File: config.mk
export PLATFORM = sky130hd
export DESIGN_NAME = ssp_top
export DESIGN_NICKNAME = d
export VERILOG_FILES = /design/src/shared/ssp_pkg.sv /design/src/ssp_fifo.sv /design/src/ssp_top.sv
export SDC_FILE = /design/constraint.sdc
export NUM_CORES = 2
export LEC_CHECK = 0
export BUFFER_PORTS_ARGS = -buffer_cell sky130_fd_sc_hd__buf_2
export CAP_MARGIN = 20
export CORE_UTILIZATION = 56
export CTS_BUF_LIST = sky130_fd_sc_hd__clkbuf_16
export DETAILED_ROUTE_END_ITERATION = 16
export GPL_TIMING_DRIVEN = 0
export PLACE_DENSITY = 0.76
export SETUP_SLACK_MARGIN = 0.1
export SYNTH_ARGS = -nofsm -noshare
export SYNTH_HDL_FRONTEND = slang
export SYNTH_SLANG_ARGS = --single-unit
File: constraint.sdc
create_clock -name pclk -period 5.7 [get_ports pclk]
set_input_delay 0.285 -clock pclk [delete_from_list [all_inputs] [get_ports pclk]]
set_output_delay 0.285 -clock pclk [all_outputs]
set_load 0.02 [all_outputs]
File: src/shared/ssp_pkg.sv
// Purpose: Shared constants for the synchronous serial port
// Assumes: APB slave with 32-bit words, one register per aligned word
// Notes:   Offsets are byte addresses on the low 8 address bits
package ssp_pkg;
    // ==========================================================
    // Register offsets
    localparam logic [7:0] ADDR_CTRL = 8'h00;
    localparam logic [7:0] ADDR_LINE = 8'h04;
    localparam logic [7:0] ADDR_STAT = 8'h08;
    localparam logic [7:0] ADDR_FCTL = 8'h0c;
    localparam logic [7:0] ADDR_CNT  = 8'h10;
    localparam logic [7:0] ADDR_TXD  = 8'h14;
    localparam logic [7:0] ADDR_RXD  = 8'h18;
    localparam logic [7:0] ADDR_BAUD = 8'h1c;

    // ==========================================================
    // Field positions
    localparam int CTRL_TE     = 0;
    localparam int CTRL_RE     = 1;
    localparam int CTRL_TIE    = 2;
    localparam int CTRL_RIE    = 3;
    localparam int CTRL_INTCLK = 4;
    localparam int CTRL_W      = 5;
    localparam int LINE_OVR    = 0;
    localparam int LINE_STOP_COUNT_ENABLE   = 1;
    localparam int LINE_FST_LO = 8;
    localparam int LINE_FST_HI = 14;
    localparam int FST_W       = 7;
    localparam int STAT_RDONE  = 0;
    localparam int STAT_TDONE  = 1;
    localparam int STAT_TX_END_FLAG   = 2;
    localparam int FCTL_RRST   = 0;
    localparam int FCTL_TRST   = 1;

    // ==========================================================
    // Reset values and counts
    localparam logic [CTRL_W-1:0] CTRL_RST = 5'h00;
    localparam logic [7:0]        BAUD_RST = 8'h03;
    localparam int                CNT_W    = 9;
    localparam logic [8:0]        NOSTOP_BYTES = 9'h180;
    localparam logic [2:0]        LAST_BIT     = 3'h7;
    localparam logic [3:0]        LAST_HALF    = 4'hf;
    localparam int                FIFO_DEPTH   = 128;

    typedef enum logic [1:0] {
        GEN_IDLE = 2'b01,
        GEN_RUN  = 2'b10
    } ssp_gen_e;
endpackage

File: src/ssp_fifo.sv
// Purpose: Byte FIFO for the serial port
// Assumes: DEPTH is a power of two
// Notes:   Read data is the head entry, valid while not empty
module ssp_fifo #(
    parameter int W     = 8,
    parameter int DEPTH = 128,
    parameter int AW    = $clog2(DEPTH)
) (
    input  wire logic         clk,
    input  wire logic         rst_n,
    input  wire logic         clr,
    input  wire logic         push,
    input  wire logic [W-1:0] wdata,
    input  wire logic         pop,
    output logic      [W-1:0] rdata,
    output logic      [AW:0]  level,
    output logic              full,
    output logic              empty
);
    logic [W-1:0]  mem [DEPTH];
    logic [AW-1:0] wr_q;
    logic [AW-1:0] rd_q;
    logic [AW:0]   level_q;
    wire           push_ok;
    wire           pop_ok;

    // ==========================================================
    // Status
    assign full    = (level_q == (AW+1)'(DEPTH));
    assign empty   = (level_q == '0);
    assign level   = level_q;
    assign push_ok = push & ~full;
    assign pop_ok  = pop & ~empty;
    // Empty read shows a stale entry, no guard needed
    assign rdata   = mem[rd_q];

    // ==========================================================
    // Pointers
    always_ff @(posedge clk or negedge rst_n) begin
        if (!rst_n) begin
            wr_q    <= '0;
            rd_q    <= '0;
            level_q <= '0;
        end else if (clr) begin
            wr_q    <= '0;
            rd_q    <= '0;
            level_q <= '0;
        end else begin
            wr_q    <= wr_q + AW'(push_ok);
            rd_q    <= rd_q + AW'(pop_ok);
            level_q <= level_q + (AW+1)'(push_ok) - (AW+1)'(pop_ok);
        end
    end

    always_ff @(posedge clk) begin
        if (push_ok) begin
            mem[wr_q] <= wdata;
        end
    end
endmodule

File: src/ssp_top.sv
// Purpose: Synchronous serial port with stop counters, APB registers
// Assumes: pclk 50 MHz; serial pins asynchronous to pclk
// Notes:   Serial clock idles high; data out on fall, sampled on rise
//
// Contract
// Reception starts only once serial clock toggles, internal or external.
// Incoming bits shift in LSB first, byte then moves to receive FIFO.
// Stop after programmed count when enabled, else after 384 bytes.
// Receive-done sets when the last counted byte enters receive FIFO.
// Transmit-done and transmit-end set when last byte enters shift register.
// Separate transmit and receive interrupt outputs, each with own enable.
// Transmit interrupt asserts while transmit-done and its enable; usable for DMA.
// Receive interrupt asserts while receive-done and its enable; usable for DMA.
// Receive interrupt source ranks above transmit source.
// Host sets transmit and receive enable in one write for full duplex.
// Clearing both done flags in one write restarts full-duplex transfer.
// No reception while overrun flag set; host reads then clears it.
// Host reloads count with stop enable while receive-done still set.
// Writes to a full transmit FIFO are discarded.
// Reading an empty receive FIFO returns an undefined value.
// Transmit stop counter latches on enable rise or while transmit-done set.
// Receive stop counter latches on enable rise or while receive-done set.
// Host writes stop count field back to zero after setting it.
// Host uses only even counts except for receive-only transfers.
// Interrupts are held off during a DMA burst transfer.
// Receive FIFO empties while its reset bit is set.
// Host sets up the DMA channel before the serial port.
// Stop enabled transfers 1 to 128 bytes, otherwise up to 384.
// Eight clock pulses per character; clock held high when idle.
// Data changes on falling clock, sampled on rising clock.
// Byte completing into a full receive FIFO sets overrun, is dropped.
// Done flag clears on zero write only after being read as one.
module ssp_top #(
    parameter int DEPTH = ssp_pkg::FIFO_DEPTH
) (
    input  wire logic        pclk,
    input  wire logic        presetn,
    input  wire logic        psel,
    input  wire logic        penable,
    input  wire logic        pwrite,
    input  wire logic [7:0]  paddr,
    input  wire logic [31:0] pwdata,
    output logic      [31:0] prdata,
    output logic             pready,
    output logic             pslverr,
    input  wire logic        sck_i,
    output logic             sck_o,
    output logic             sck_oe,
    input  wire logic        rxd_i,
    output logic             txd_o,
    output logic             txd_oe,
    input  wire logic        dma_burst,
    output logic             tx_irq,
    output logic             rx_irq,
    output logic [1:0]       irq_code
);
    localparam int AW = $clog2(DEPTH);

    logic [ssp_pkg::CTRL_W-1:0] ctrl_q;
    logic                       stop_count_enable_q;
    logic [ssp_pkg::FST_W-1:0]  fst_q;
    logic                       ovr_q;
    logic                       rdone_q;
    logic                       tdone_q;
    logic                       tx_end_flag_q;
    logic [2:0]                 seen_q;
    logic [1:0]                 fctl_q;
    logic [7:0]                 baud_q;
    logic [ssp_pkg::CNT_W-1:0]  tx_lim_q;
    logic [ssp_pkg::CNT_W-1:0]  rx_lim_q;
    logic [ssp_pkg::CNT_W-1:0]  tx_cnt_q;
    logic [ssp_pkg::CNT_W-1:0]  rx_cnt_q;
    logic [7:0]                 tx_sh_q;
    logic [7:0]                 rx_sh_q;
    logic [2:0]                 tx_bit_q;
    logic [2:0]                 rx_bit_q;
    logic                       tx_busy_q;
    logic                       sck_s1_q;
    logic                       sck_s2_q;
    logic                       sck_s3_q;
    logic                       rxd_s1_q;
    logic                       rxd_s2_q;
    logic                       sck_q;
    logic [7:0]                 div_q;
    logic [3:0]                 half_q;
    ssp_pkg::ssp_gen_e          gen_q;
    logic [7:0]                 tx_head;
    logic [7:0]                 rx_head;
    logic [AW:0]                tx_lvl;
    logic [AW:0]                rx_lvl;
    logic                       tx_full;
    logic                       tx_empty;
    logic                       rx_full;
    logic                       rx_empty;

    // ==========================================================
    // APB decode
    wire acc      = psel & penable & pready;
    wire setup    = psel & ~penable;
    wire wr       = acc & pwrite;
    wire rd       = acc & ~pwrite;
    wire hit_ctrl = (paddr == ssp_pkg::ADDR_CTRL);
    wire hit_line = (paddr == ssp_pkg::ADDR_LINE);
    wire hit_stat = (paddr == ssp_pkg::ADDR_STAT);
    wire hit_fctl = (paddr == ssp_pkg::ADDR_FCTL);
    wire hit_cnt  = (paddr == ssp_pkg::ADDR_CNT);
    wire hit_txd  = (paddr == ssp_pkg::ADDR_TXD);
    wire hit_rxd  = (paddr == ssp_pkg::ADDR_RXD);
    wire hit_baud = (paddr == ssp_pkg::ADDR_BAUD);
    wire mapped   = hit_ctrl | hit_line | hit_stat | hit_fctl
                  | hit_cnt | hit_txd | hit_rxd | hit_baud;

    wire te     = ctrl_q[ssp_pkg::CTRL_TE];
    wire re     = ctrl_q[ssp_pkg::CTRL_RE];
    wire intclk = ctrl_q[ssp_pkg::CTRL_INTCLK];

    // Read data is captured in setup, so a wait-free access phase works
    wire [31:0] rd_mux =
        hit_ctrl ? {27'h0, ctrl_q} :
        hit_line ? {17'h0, fst_q, 6'h00, stop_count_enable_q, ovr_q} :
        hit_stat ? {29'h0, tx_end_flag_q, tdone_q, rdone_q} :
        hit_fctl ? {30'h0, fctl_q} :
        hit_cnt  ? {16'(tx_lvl), 16'(rx_lvl)} :
        hit_baud ? {24'h0, baud_q} :
        hit_rxd  ? {24'h0, rx_head} : 32'h0;

    // ==========================================================
    // Register write effects
    wire wr_line  = wr & hit_line;
    wire wr_stat  = wr & hit_stat;
    wire stop_count_enable_new = pwdata[ssp_pkg::LINE_STOP_COUNT_ENABLE];
    wire [ssp_pkg::FST_W-1:0] fst_new =
        wr_line ? pwdata[ssp_pkg::LINE_FST_HI:ssp_pkg::LINE_FST_LO] : fst_q;
    wire stop_count_enable_rise = wr_line & stop_count_enable_new & ~stop_count_enable_q;
    wire [ssp_pkg::CNT_W-1:0] lim_new =
        ssp_pkg::CNT_W'(fst_new) + ssp_pkg::CNT_W'(1);
    wire rdone_clr = wr_stat & ~pwdata[ssp_pkg::STAT_RDONE] & seen_q[0];
    wire tdone_clr = wr_stat & ~pwdata[ssp_pkg::STAT_TDONE] & seen_q[1];
    wire ovr_clr   = wr_line & ~pwdata[ssp_pkg::LINE_OVR] & seen_q[2];
    wire push_tx   = wr & hit_txd;
    wire pop_rx    = rd & hit_rxd;

    // ==========================================================
    // Serial clock edges
    wire tick      = (gen_q == ssp_pkg::GEN_RUN) & (div_q == baud_q);
    wire fall_int  = tick & sck_q;
    wire rise_int  = tick & ~sck_q;
    wire fall_ext  = sck_s3_q & ~sck_s2_q;
    wire rise_ext  = ~sck_s3_q & sck_s2_q;
    wire fall_ev   = intclk ? fall_int : fall_ext;
    wire rise_ev   = intclk ? rise_int : rise_ext;

    // ==========================================================
    // Transmit path
    wire [ssp_pkg::CNT_W-1:0] tx_limit = stop_count_enable_q ? tx_lim_q : ssp_pkg::NOSTOP_BYTES;
    wire tx_byte_end = tx_busy_q & rise_ev & (tx_bit_q == ssp_pkg::LAST_BIT);
    wire tx_load   = te & ~tdone_q & ~tx_empty & (~tx_busy_q | tx_byte_end);
    wire tx_last   = tx_load & ((tx_cnt_q + ssp_pkg::CNT_W'(1)) == tx_limit);
    wire tx_latch  = tdone_q | stop_count_enable_rise;

    // ==========================================================
    // Receive path
    wire [ssp_pkg::CNT_W-1:0] rx_limit = stop_count_enable_q ? rx_lim_q : ssp_pkg::NOSTOP_BYTES;
    wire rx_run    = re & ~rdone_q & ~ovr_q;
    wire rx_sample = rx_run & rise_ev;
    wire rx_byte   = rx_sample & (rx_bit_q == ssp_pkg::LAST_BIT);
    wire [7:0] rx_byte_val = {rxd_s2_q, rx_sh_q[7:1]};
    wire rx_push   = rx_byte & ~rx_full;
    wire rx_ovr    = rx_byte & rx_full;
    wire rx_last   = rx_push & ((rx_cnt_q + ssp_pkg::CNT_W'(1)) == rx_limit);
    wire rx_latch  = rdone_q | stop_count_enable_rise;

    // Internal clock runs only for loaded transmit data or receive-only
    wire want_clk  = intclk & ((te & tx_busy_q) | (~te & rx_run));
    wire irq_tx    = tdone_q & ctrl_q[ssp_pkg::CTRL_TIE] & ~dma_burst;
    wire irq_rx    = rdone_q & ctrl_q[ssp_pkg::CTRL_RIE] & ~dma_burst;

    // ==========================================================
    // APB response
    always_ff @(posedge pclk or negedge presetn) begin
        if (!presetn) begin
            prdata  <= 32'h0;
            pready  <= 1'b0;
            pslverr <= 1'b0;
        end else begin
            pready <= 1'b1;
            if (setup) begin
                prdata  <= rd_mux;
                pslverr <= ~mapped;
            end
        end
    end

    // ==========================================================
    // Control registers
    always_ff @(posedge pclk or negedge presetn) begin
        if (!presetn) begin
            ctrl_q <= ssp_pkg::CTRL_RST;
            stop_count_enable_q <= 1'b0;
            fst_q  <= '0;
            fctl_q <= 2'h0;
            baud_q <= ssp_pkg::BAUD_RST;
        end else if (wr) begin
            if (hit_ctrl) begin
                ctrl_q <= pwdata[ssp_pkg::CTRL_W-1:0];
            end
            if (hit_line) begin
                stop_count_enable_q <= stop_count_enable_new;
                fst_q  <= fst_new;
            end
            if (hit_fctl) begin
                fctl_q <= pwdata[1:0];
            end
            if (hit_baud) begin
                baud_q <= pwdata[7:0];
            end
        end
    end

    // ==========================================================
    // Flags; a hardware set wins over a clear in the same cycle
    always_ff @(posedge pclk or negedge presetn) begin
        if (!presetn) begin
            rdone_q <= 1'b0;
            tdone_q <= 1'b0;
            tx_end_flag_q  <= 1'b0;
            ovr_q   <= 1'b0;
            seen_q  <= 3'h0;
        end else begin
            rdone_q <= rx_last | (rdone_q & ~rdone_clr);
            tdone_q <= tx_last | (tdone_q & ~tdone_clr);
            tx_end_flag_q  <= tx_last | (tx_end_flag_q & ~tdone_clr);
            ovr_q   <= rx_ovr | (ovr_q & ~ovr_clr);
            seen_q[0] <= rdone_q & (seen_q[0] | (rd & hit_stat & prdata[ssp_pkg::STAT_RDONE]));
            seen_q[1] <= tdone_q & (seen_q[1] | (rd & hit_stat & prdata[ssp_pkg::STAT_TDONE]));
            seen_q[2] <= ovr_q & (seen_q[2] | (rd & hit_line & prdata[ssp_pkg::LINE_OVR]));
        end
    end

    // ==========================================================
    // Stop counters and byte counts
    always_ff @(posedge pclk or negedge presetn) begin
        if (!presetn) begin
            tx_lim_q <= ssp_pkg::NOSTOP_BYTES;
            rx_lim_q <= ssp_pkg::NOSTOP_BYTES;
            tx_cnt_q <= '0;
            rx_cnt_q <= '0;
        end else begin
            if (tx_latch) begin
                tx_lim_q <= lim_new;
            end
            if (rx_latch) begin
                rx_lim_q <= lim_new;
            end
            // Clearing a done flag restarts its count
            if (tdone_clr || !te) begin
                tx_cnt_q <= '0;
            end else if (tx_load) begin
                tx_cnt_q <= tx_cnt_q + ssp_pkg::CNT_W'(1);
            end
            if (rdone_clr || !re) begin
                rx_cnt_q <= '0;
            end else if (rx_push) begin
                rx_cnt_q <= rx_cnt_q + ssp_pkg::CNT_W'(1);
            end
        end
    end

    // ==========================================================
    // Pin synchronisers
    always_ff @(posedge pclk or negedge presetn) begin
        if (!presetn) begin
            sck_s1_q <= 1'b1;
            sck_s2_q <= 1'b1;
            sck_s3_q <= 1'b1;
            rxd_s1_q <= 1'b1;
            rxd_s2_q <= 1'b1;
        end else begin
            sck_s1_q <= sck_i;
            sck_s2_q <= sck_s1_q;
            sck_s3_q <= sck_s2_q;
            rxd_s1_q <= rxd_i;
            rxd_s2_q <= rxd_s1_q;
        end
    end

    // ==========================================================
    // Internal clock: sixteen half periods per character
    always_ff @(posedge pclk or negedge presetn) begin
        if (!presetn) begin
            gen_q  <= ssp_pkg::GEN_IDLE;
            sck_q  <= 1'b1;
            div_q  <= 8'h00;
            half_q <= 4'h0;
        end else begin
            case (gen_q)
                ssp_pkg::GEN_IDLE: begin
                    sck_q  <= 1'b1;
                    div_q  <= 8'h00;
                    half_q <= 4'h0;
                    if (want_clk) begin
                        gen_q <= ssp_pkg::GEN_RUN;
                    end
                end
                ssp_pkg::GEN_RUN: begin
                    if (tick) begin
                        div_q  <= 8'h00;
                        sck_q  <= ~sck_q;
                        half_q <= half_q + 4'h1;
                        if (half_q == ssp_pkg::LAST_HALF) begin
                            gen_q <= ssp_pkg::GEN_IDLE;
                        end
                    end else begin
                        div_q <= div_q + 8'h01;
                    end
                end
                default: begin
                    gen_q <= ssp_pkg::GEN_IDLE;
                end
            endcase
        end
    end

    // ==========================================================
    // Shift registers
    always_ff @(posedge pclk or negedge presetn) begin
        if (!presetn) begin
            tx_busy_q <= 1'b0;
            tx_sh_q   <= 8'h00;
            tx_bit_q  <= 3'h0;
            rx_sh_q   <= 8'h00;
            rx_bit_q  <= 3'h0;
            txd_o     <= 1'b1;
        end else begin
            if (!te) begin
                tx_busy_q <= 1'b0;
                tx_bit_q  <= 3'h0;
            end else if (tx_load) begin
                tx_busy_q <= 1'b1;
                tx_sh_q   <= tx_head;
                tx_bit_q  <= 3'h0;
            end else if (tx_byte_end) begin
                tx_busy_q <= 1'b0; // Last bit stays on the line
            end else if (tx_busy_q && fall_ev) begin
                txd_o   <= tx_sh_q[0];
                tx_sh_q <= {1'b0, tx_sh_q[7:1]};
            end else if (tx_busy_q && rise_ev) begin
                tx_bit_q <= tx_bit_q + 3'h1;
            end
            if (!rx_run) begin
                rx_bit_q <= 3'h0;
            end else if (rx_sample) begin
                rx_sh_q  <= rx_byte_val;
                rx_bit_q <= rx_bit_q + 3'h1;
            end
        end
    end

    // ==========================================================
    // Registered pin and interrupt outputs
    always_ff @(posedge pclk or negedge presetn) begin
        if (!presetn) begin
            sck_o    <= 1'b1;
            sck_oe   <= 1'b0;
            txd_oe   <= 1'b0;
            tx_irq   <= 1'b0;
            rx_irq   <= 1'b0;
            irq_code <= 2'h0;
        end else begin
            sck_o    <= sck_q;
            sck_oe   <= intclk & (te | re);
            txd_oe   <= te;
            tx_irq   <= irq_tx;
            rx_irq   <= irq_rx;
            irq_code <= irq_rx ? 2'h1 : (irq_tx ? 2'h2 : 2'h0);
        end
    end

    // ==========================================================
    // FIFOs
    ssp_fifo #(
        .W     (8),
        .DEPTH (DEPTH)
    ) u_tx_fifo (
        .clk   (pclk),
        .rst_n (presetn),
        .clr   (fctl_q[ssp_pkg::FCTL_TRST]),
        .push  (push_tx),
        .wdata (pwdata[7:0]),
        .pop   (tx_load),
        .rdata (tx_head),
        .level (tx_lvl),
        .full  (tx_full),
        .empty (tx_empty)
    );

    ssp_fifo #(
        .W     (8),
        .DEPTH (DEPTH)
    ) u_rx_fifo (
        .clk   (pclk),
        .rst_n (presetn),
        .clr   (fctl_q[ssp_pkg::FCTL_RRST]),
        .push  (rx_push),
        .wdata (rx_byte_val),
        .pop   (pop_rx),
        .rdata (rx_head),
        .level (rx_lvl),
        .full  (rx_full),
        .empty (rx_empty)
    );

    // Full flag of the transmit side is reported only via the count register
    wire unused_ok = tx_full & rx_empty;
endmodule

==> results by stage <==
Pwr:
- Summed over all cells, the static leakage comes to 29.5 nW.
- For this design the ratio of total power to cell area is 345 nW/um^2.
- The total power is 34.3 mW.
- Across the VDD grid, the largest voltage drop is 0.391 mV.

CTS:
- The CTS buffer count is 210.
- The maximum number of buffers from clock root to sink is 3.
- After clock tree synthesis, the repair step resized 0 gates.
- The CTS tree is done.
- The cell sitting at the root of the clock tree is a sky130_fd_sc_hd__clkbuf_16.
- For the worst-skew pair, the clock arrives at the later sink with an insertion delay of 0.88 ns.
- For this design, the CTS-stage hold fixing added 26 buffers.
- After clock tree synthesis, the clock-pin slew on the worst setup and hold paths is 0.06 ns.
- CTS saw 2232 sinks.
- The count of H-tree levels built during CTS is 4.
- The number of setup buffers added after CTS is 0.

Logic synthesis:
- The share of synthesized area occupied by flip-flops and latches is about 75%.
- The synthesized netlist cell count is 4766.
- In the synthesized netlist the dominant register cell turns out to be sky130_fd_sc_hd__edfxtp_1.
- Summed over all instances, the cell type with the most area after synthesis is sky130_fd_sc_hd__edfxtp_1.
- The Yosys step of the flow raised 0 warnings.
- The share of flip-flops with an asynchronous set or reset after synthesis is 8.24%.
- Ranked by total cell area, the synthesized netlist is headed by sky130_fd_sc_hd__edfxtp_1, sky130_fd_sc_hd__mux4_2, sky130_fd_sc_hd__dfrtp_1, sky130_fd_sc_hd__mux2i_1, sky130_fd_sc_hd__nor2_1.
- The number of distinct standard cells referenced by the synthesized netlist is 73.
- Dividing the synthesized area by the synthesized cell count gives 18.6 um^2.
- The synthesized area is 88600 um^2.
- Of the post-synthesis cell area, the dominant cell type holds 69.4%.
- Yosys mapped a number of flops with a built-in enable equal to 2048.
- The synthesized design contains 2232 register bits.

Timing:
- The number of max-slew violations in the final report is 0.
- The clock skew is roughly 0.065 ns.
- The final critical path time including I/O delays and setup is 5.07 ns.
- The number of endpoints with negative hold slack in the final report is 1.
- The total setup violations reported at the end of the flow is 0.
- The worst hold slack after final layout is -0.00757 ns.
- Setup repair after global routing left no endpoint under its margin.
- The final setup slack of the worst path is 0.630 ns.
- The transition time of the tightest slew-check pin is 1.28 ns.
- Of the available clock period, the critical path in the final layout requires 88.9%.
- The worst pin sits at a relative slew slack of between 10% and 20%.
- The achievable frequency is 197 MHz.

GRT:
- The via count of the first global-routing pass was around 48k.
- The number of antenna violations at the first check in global routing is 13.
- The total track usage is 29.9%.
- The first-pass GRT wire length is 337 mm.
- After global routing the overflow that remains totals 0.
- The largest net degree at the start of global routing is 101.

Placed design:
- OpenSTA, run right after detailed placement, puts the worst setup slack at about 0.93 ns.
- The port buffer count is 63.
- The post-detailed-placement half-perimeter wirelength is between 150 and 200 mm.
- The routability-driven placement congestion ratio is ~0.99.
- Once placement completed, the tool counted placed cells totaling 6915.

Floorplanning:
- The chip width is 400 um.
- The die covers 160000 um^2.
- The core box area is 157000 um^2.
- The starting density of the core is 56.6%.
- 90 I/O pins were placed.
- The initialized floorplan defines about 150 standard-cell rows.
- In this run the vertical extent of the chip is roughly 400 um.

Status:
- The run finished, with violations left.
- The final reports fail on hold timing.

Route:
- The average wire length per cell after detail routing is ~32 um.
- Dividing the detail-routed via count by the number of cells gives slightly below 7.
- The first-pass detailed-route iteration total is 7.
- For this run, design rule violations remaining after detail routing come to 0.
- Once detail routing completed, the nets flagged for antenna violations numbered 0.
- The DRC violation total after the first TritonRoute iteration is 8063.
- The routed layout has 49.6k vias.
- For this block, the routed nets add up to 238 mm of wire.

Critical path:
- The kind of critical path is flop to flop.
- The start point of the critical path is baud_q[7]$_DFFE_PN0P_.
- The startpoint identified for the worst register-to-register timing path is baud_q[7]$_DFFE_PN0P_.
- STA puts the critical path data arrival time at 5.56 ns.
- Of all nets on the critical path, the largest fanout is 10.
- The worst setup path endpoint is u_rx_fifo.mem[118][0]$_DFFE_PP_.
- The logic depth of the worst register-to-register path is 7.
- The register-to-register path setup slack is 0.63 ns.
- The terminus of the critical flop-to-flop path is u_rx_fifo.mem[118][0]$_DFFE_PP_.
- The critical path data required time is just over 6 ns.
- The critical path endpoint category is a flop.
- The kind of start point of the critical path is a flop.

Run:
- The number of max-cap violations is 0.

Layout:
- At the end of the flow, the number of nets in the layout was 5193.
- After the flow finishes, the layout carries non-filler instances totaling approximately 7.3k.
- Of the cells placed in the final design, the portion with a size suffix greater than 1 is 19.3%.
- Relative to the synthesized area, the layout overhead comes to 12.1%.
- Summing all multi-input logic gate instances after layout gives approximately 21000 um^2.
- Cells fill 63.5% of the core in the end.
- The most common library cell in the layout ignoring fill and taps is sky130_fd_sc_hd__edfxtp_1.
- The layout filler cell count is 10.3k.
- The area taken by flip-flops and latches is 66200 um^2.
- In the layout the commonest cells are sky130_fd_sc_hd__edfxtp_1, sky130_fd_sc_hd__mux4_2, sky130_fd_sc_hd__nor2_1.

Worst hold path:
- The path class of the tightest hold or removal check is input port to flop.
registers in the layout, indices dropped and copies added, names as in the netlist, 4 cells and up:
name / cells
rx_sh_q: 7
tx_lim_q: 9
baud_q: 8
half_q: 4
ctrl_q: 5
rx_lim_q: 9
rx_cnt_q: 9
tx_sh_q: 8
u_tx_fifo.rd_q: 7
u_rx_fifo.level: 8
u_tx_fifo.mem: 1024
tx_cnt_q: 9
u_tx_fifo.wr_q: 7
prdata: 23
u_rx_fifo.rd_q: 7
u_rx_fifo.wr_q: 7
div_q: 8
fst_q: 7
u_tx_fifo.level: 8
u_rx_fifo.mem: 1024
power by group:
| group | internal [mW] | leakage [nW] | switching [mW] | total, mW |
|---|---|---|---|---|
| Sequential | 17.9 | 18.9 | 0.0818 | 17.9 |
| Clock | 7.76 | 3.55 | 6.18 | 13.9 |
| Combinational | 0.943 | 6.99 | 1.48 | 2.42 |
logic make-up after synthesis:
logic type,after synthesis,synth area share [%]
flip-flops,2232,74.6
AND/OR/NAND/NOR,945,4.79
multiplexers,655,13.7
AO/OA/AOI/OAI,505,3.79
buffers and inverters,293,1.56
XOR/XNOR,91,0.899
adder cells (fa/ha/maj),43,0.624
other,2,0.00847
metal layers:
layer	track usage [%]	vias up	wire length [um]
met4	11.1	14	9410
li1	-	19800	-
met1	41.1	25300	87000
met3	10.3	628	33500
met5	0.182	-	123
met2	44.5	3850	108000
stage by stage:
stage	area, um^2	hold WS, ns	TNS, ns
5_1_grt	99300	0.0233	0
3_5_place_dp	92100	0.350	0
4_1_cts	99300	0.0418	0
2_1_floorplan	88700	-0.0106	0
3_3_place_gp	91500	0.349	-1.49
6_report	99400	-0.00757	0
layout make-up:
class / count / area share (%)
flip-flops and latches: 2232 / 66.6
multi-input cells: 2249 / 21.3
clock buffers: 213 / 5.36
well taps: 2058 / 2.59
clock inverters: 174 / 1.55
plain buffers: 259 / 1.26
repair buffers: 116 / 1.21
inverters: 34 / 0.128
diodes: 7 / 0.0176
worst min path at each step:
stage / start / end / slack (ns) / cells past startpoint
floorplan: presetn / baud_q[2]$_DFFE_PN0P_ / -0.01 / 0
global placement: rxd_s1_q$_DFF_PN1_ / rxd_s2_q$_DFF_PN1_ / 0.35 / 0
detailed placement: rxd_s1_q$_DFF_PN1_ / rxd_s2_q$_DFF_PN1_ / 0.35 / 0
CTS: rxd_i / rxd_s1_q$_DFF_PN1_ / 0.04 / 2
global route: paddr[1] / prdata[2]$_DFFE_PN0P_ / 0.02 / 5
finish: paddr[0] / prdata[2]$_DFFE_PN0P_ / -0.008 / 5
cells in the mapped netlist, drive strengths merged (6+ instances only):
library cell  number
a21oi            113
buf              126
or3                6
a22oi             99
a211oi            44
nand4             22
mux2i            163
dfstp             15
inv               31
nor4              14
dfrtp            169
mux2              49
nor2b             70
nand3             85
and3               9
nand2            273
ha                41
and2              17
o221ai            36
a31oi             36
nand2b            11
xor2              50
mux4             443
edfxtp          2048
a22o              18
nand3b             8
xnor2             41
nor3              21
o21ai             78
nor2             378
o22ai             30
clkbuf           133
a221oi             9
worst max-delay path: stages (launching register included):
cell                       delay, ns
sky130_fd_sc_hd__dfrtp_1        0.44
sky130_fd_sc_hd__xor2_1         0.18
sky130_fd_sc_hd__nor4_1         0.34
sky130_fd_sc_hd__nand4_1        0.32
sky130_fd_sc_hd__a211oi_4       0.75
sky130_fd_sc_hd__nand4b_1       1.00
sky130_fd_sc_hd__clkbuf_1       0.73
sky130_fd_sc_hd__nor2_1         0.92
Power figures use the tool's default switching activity.
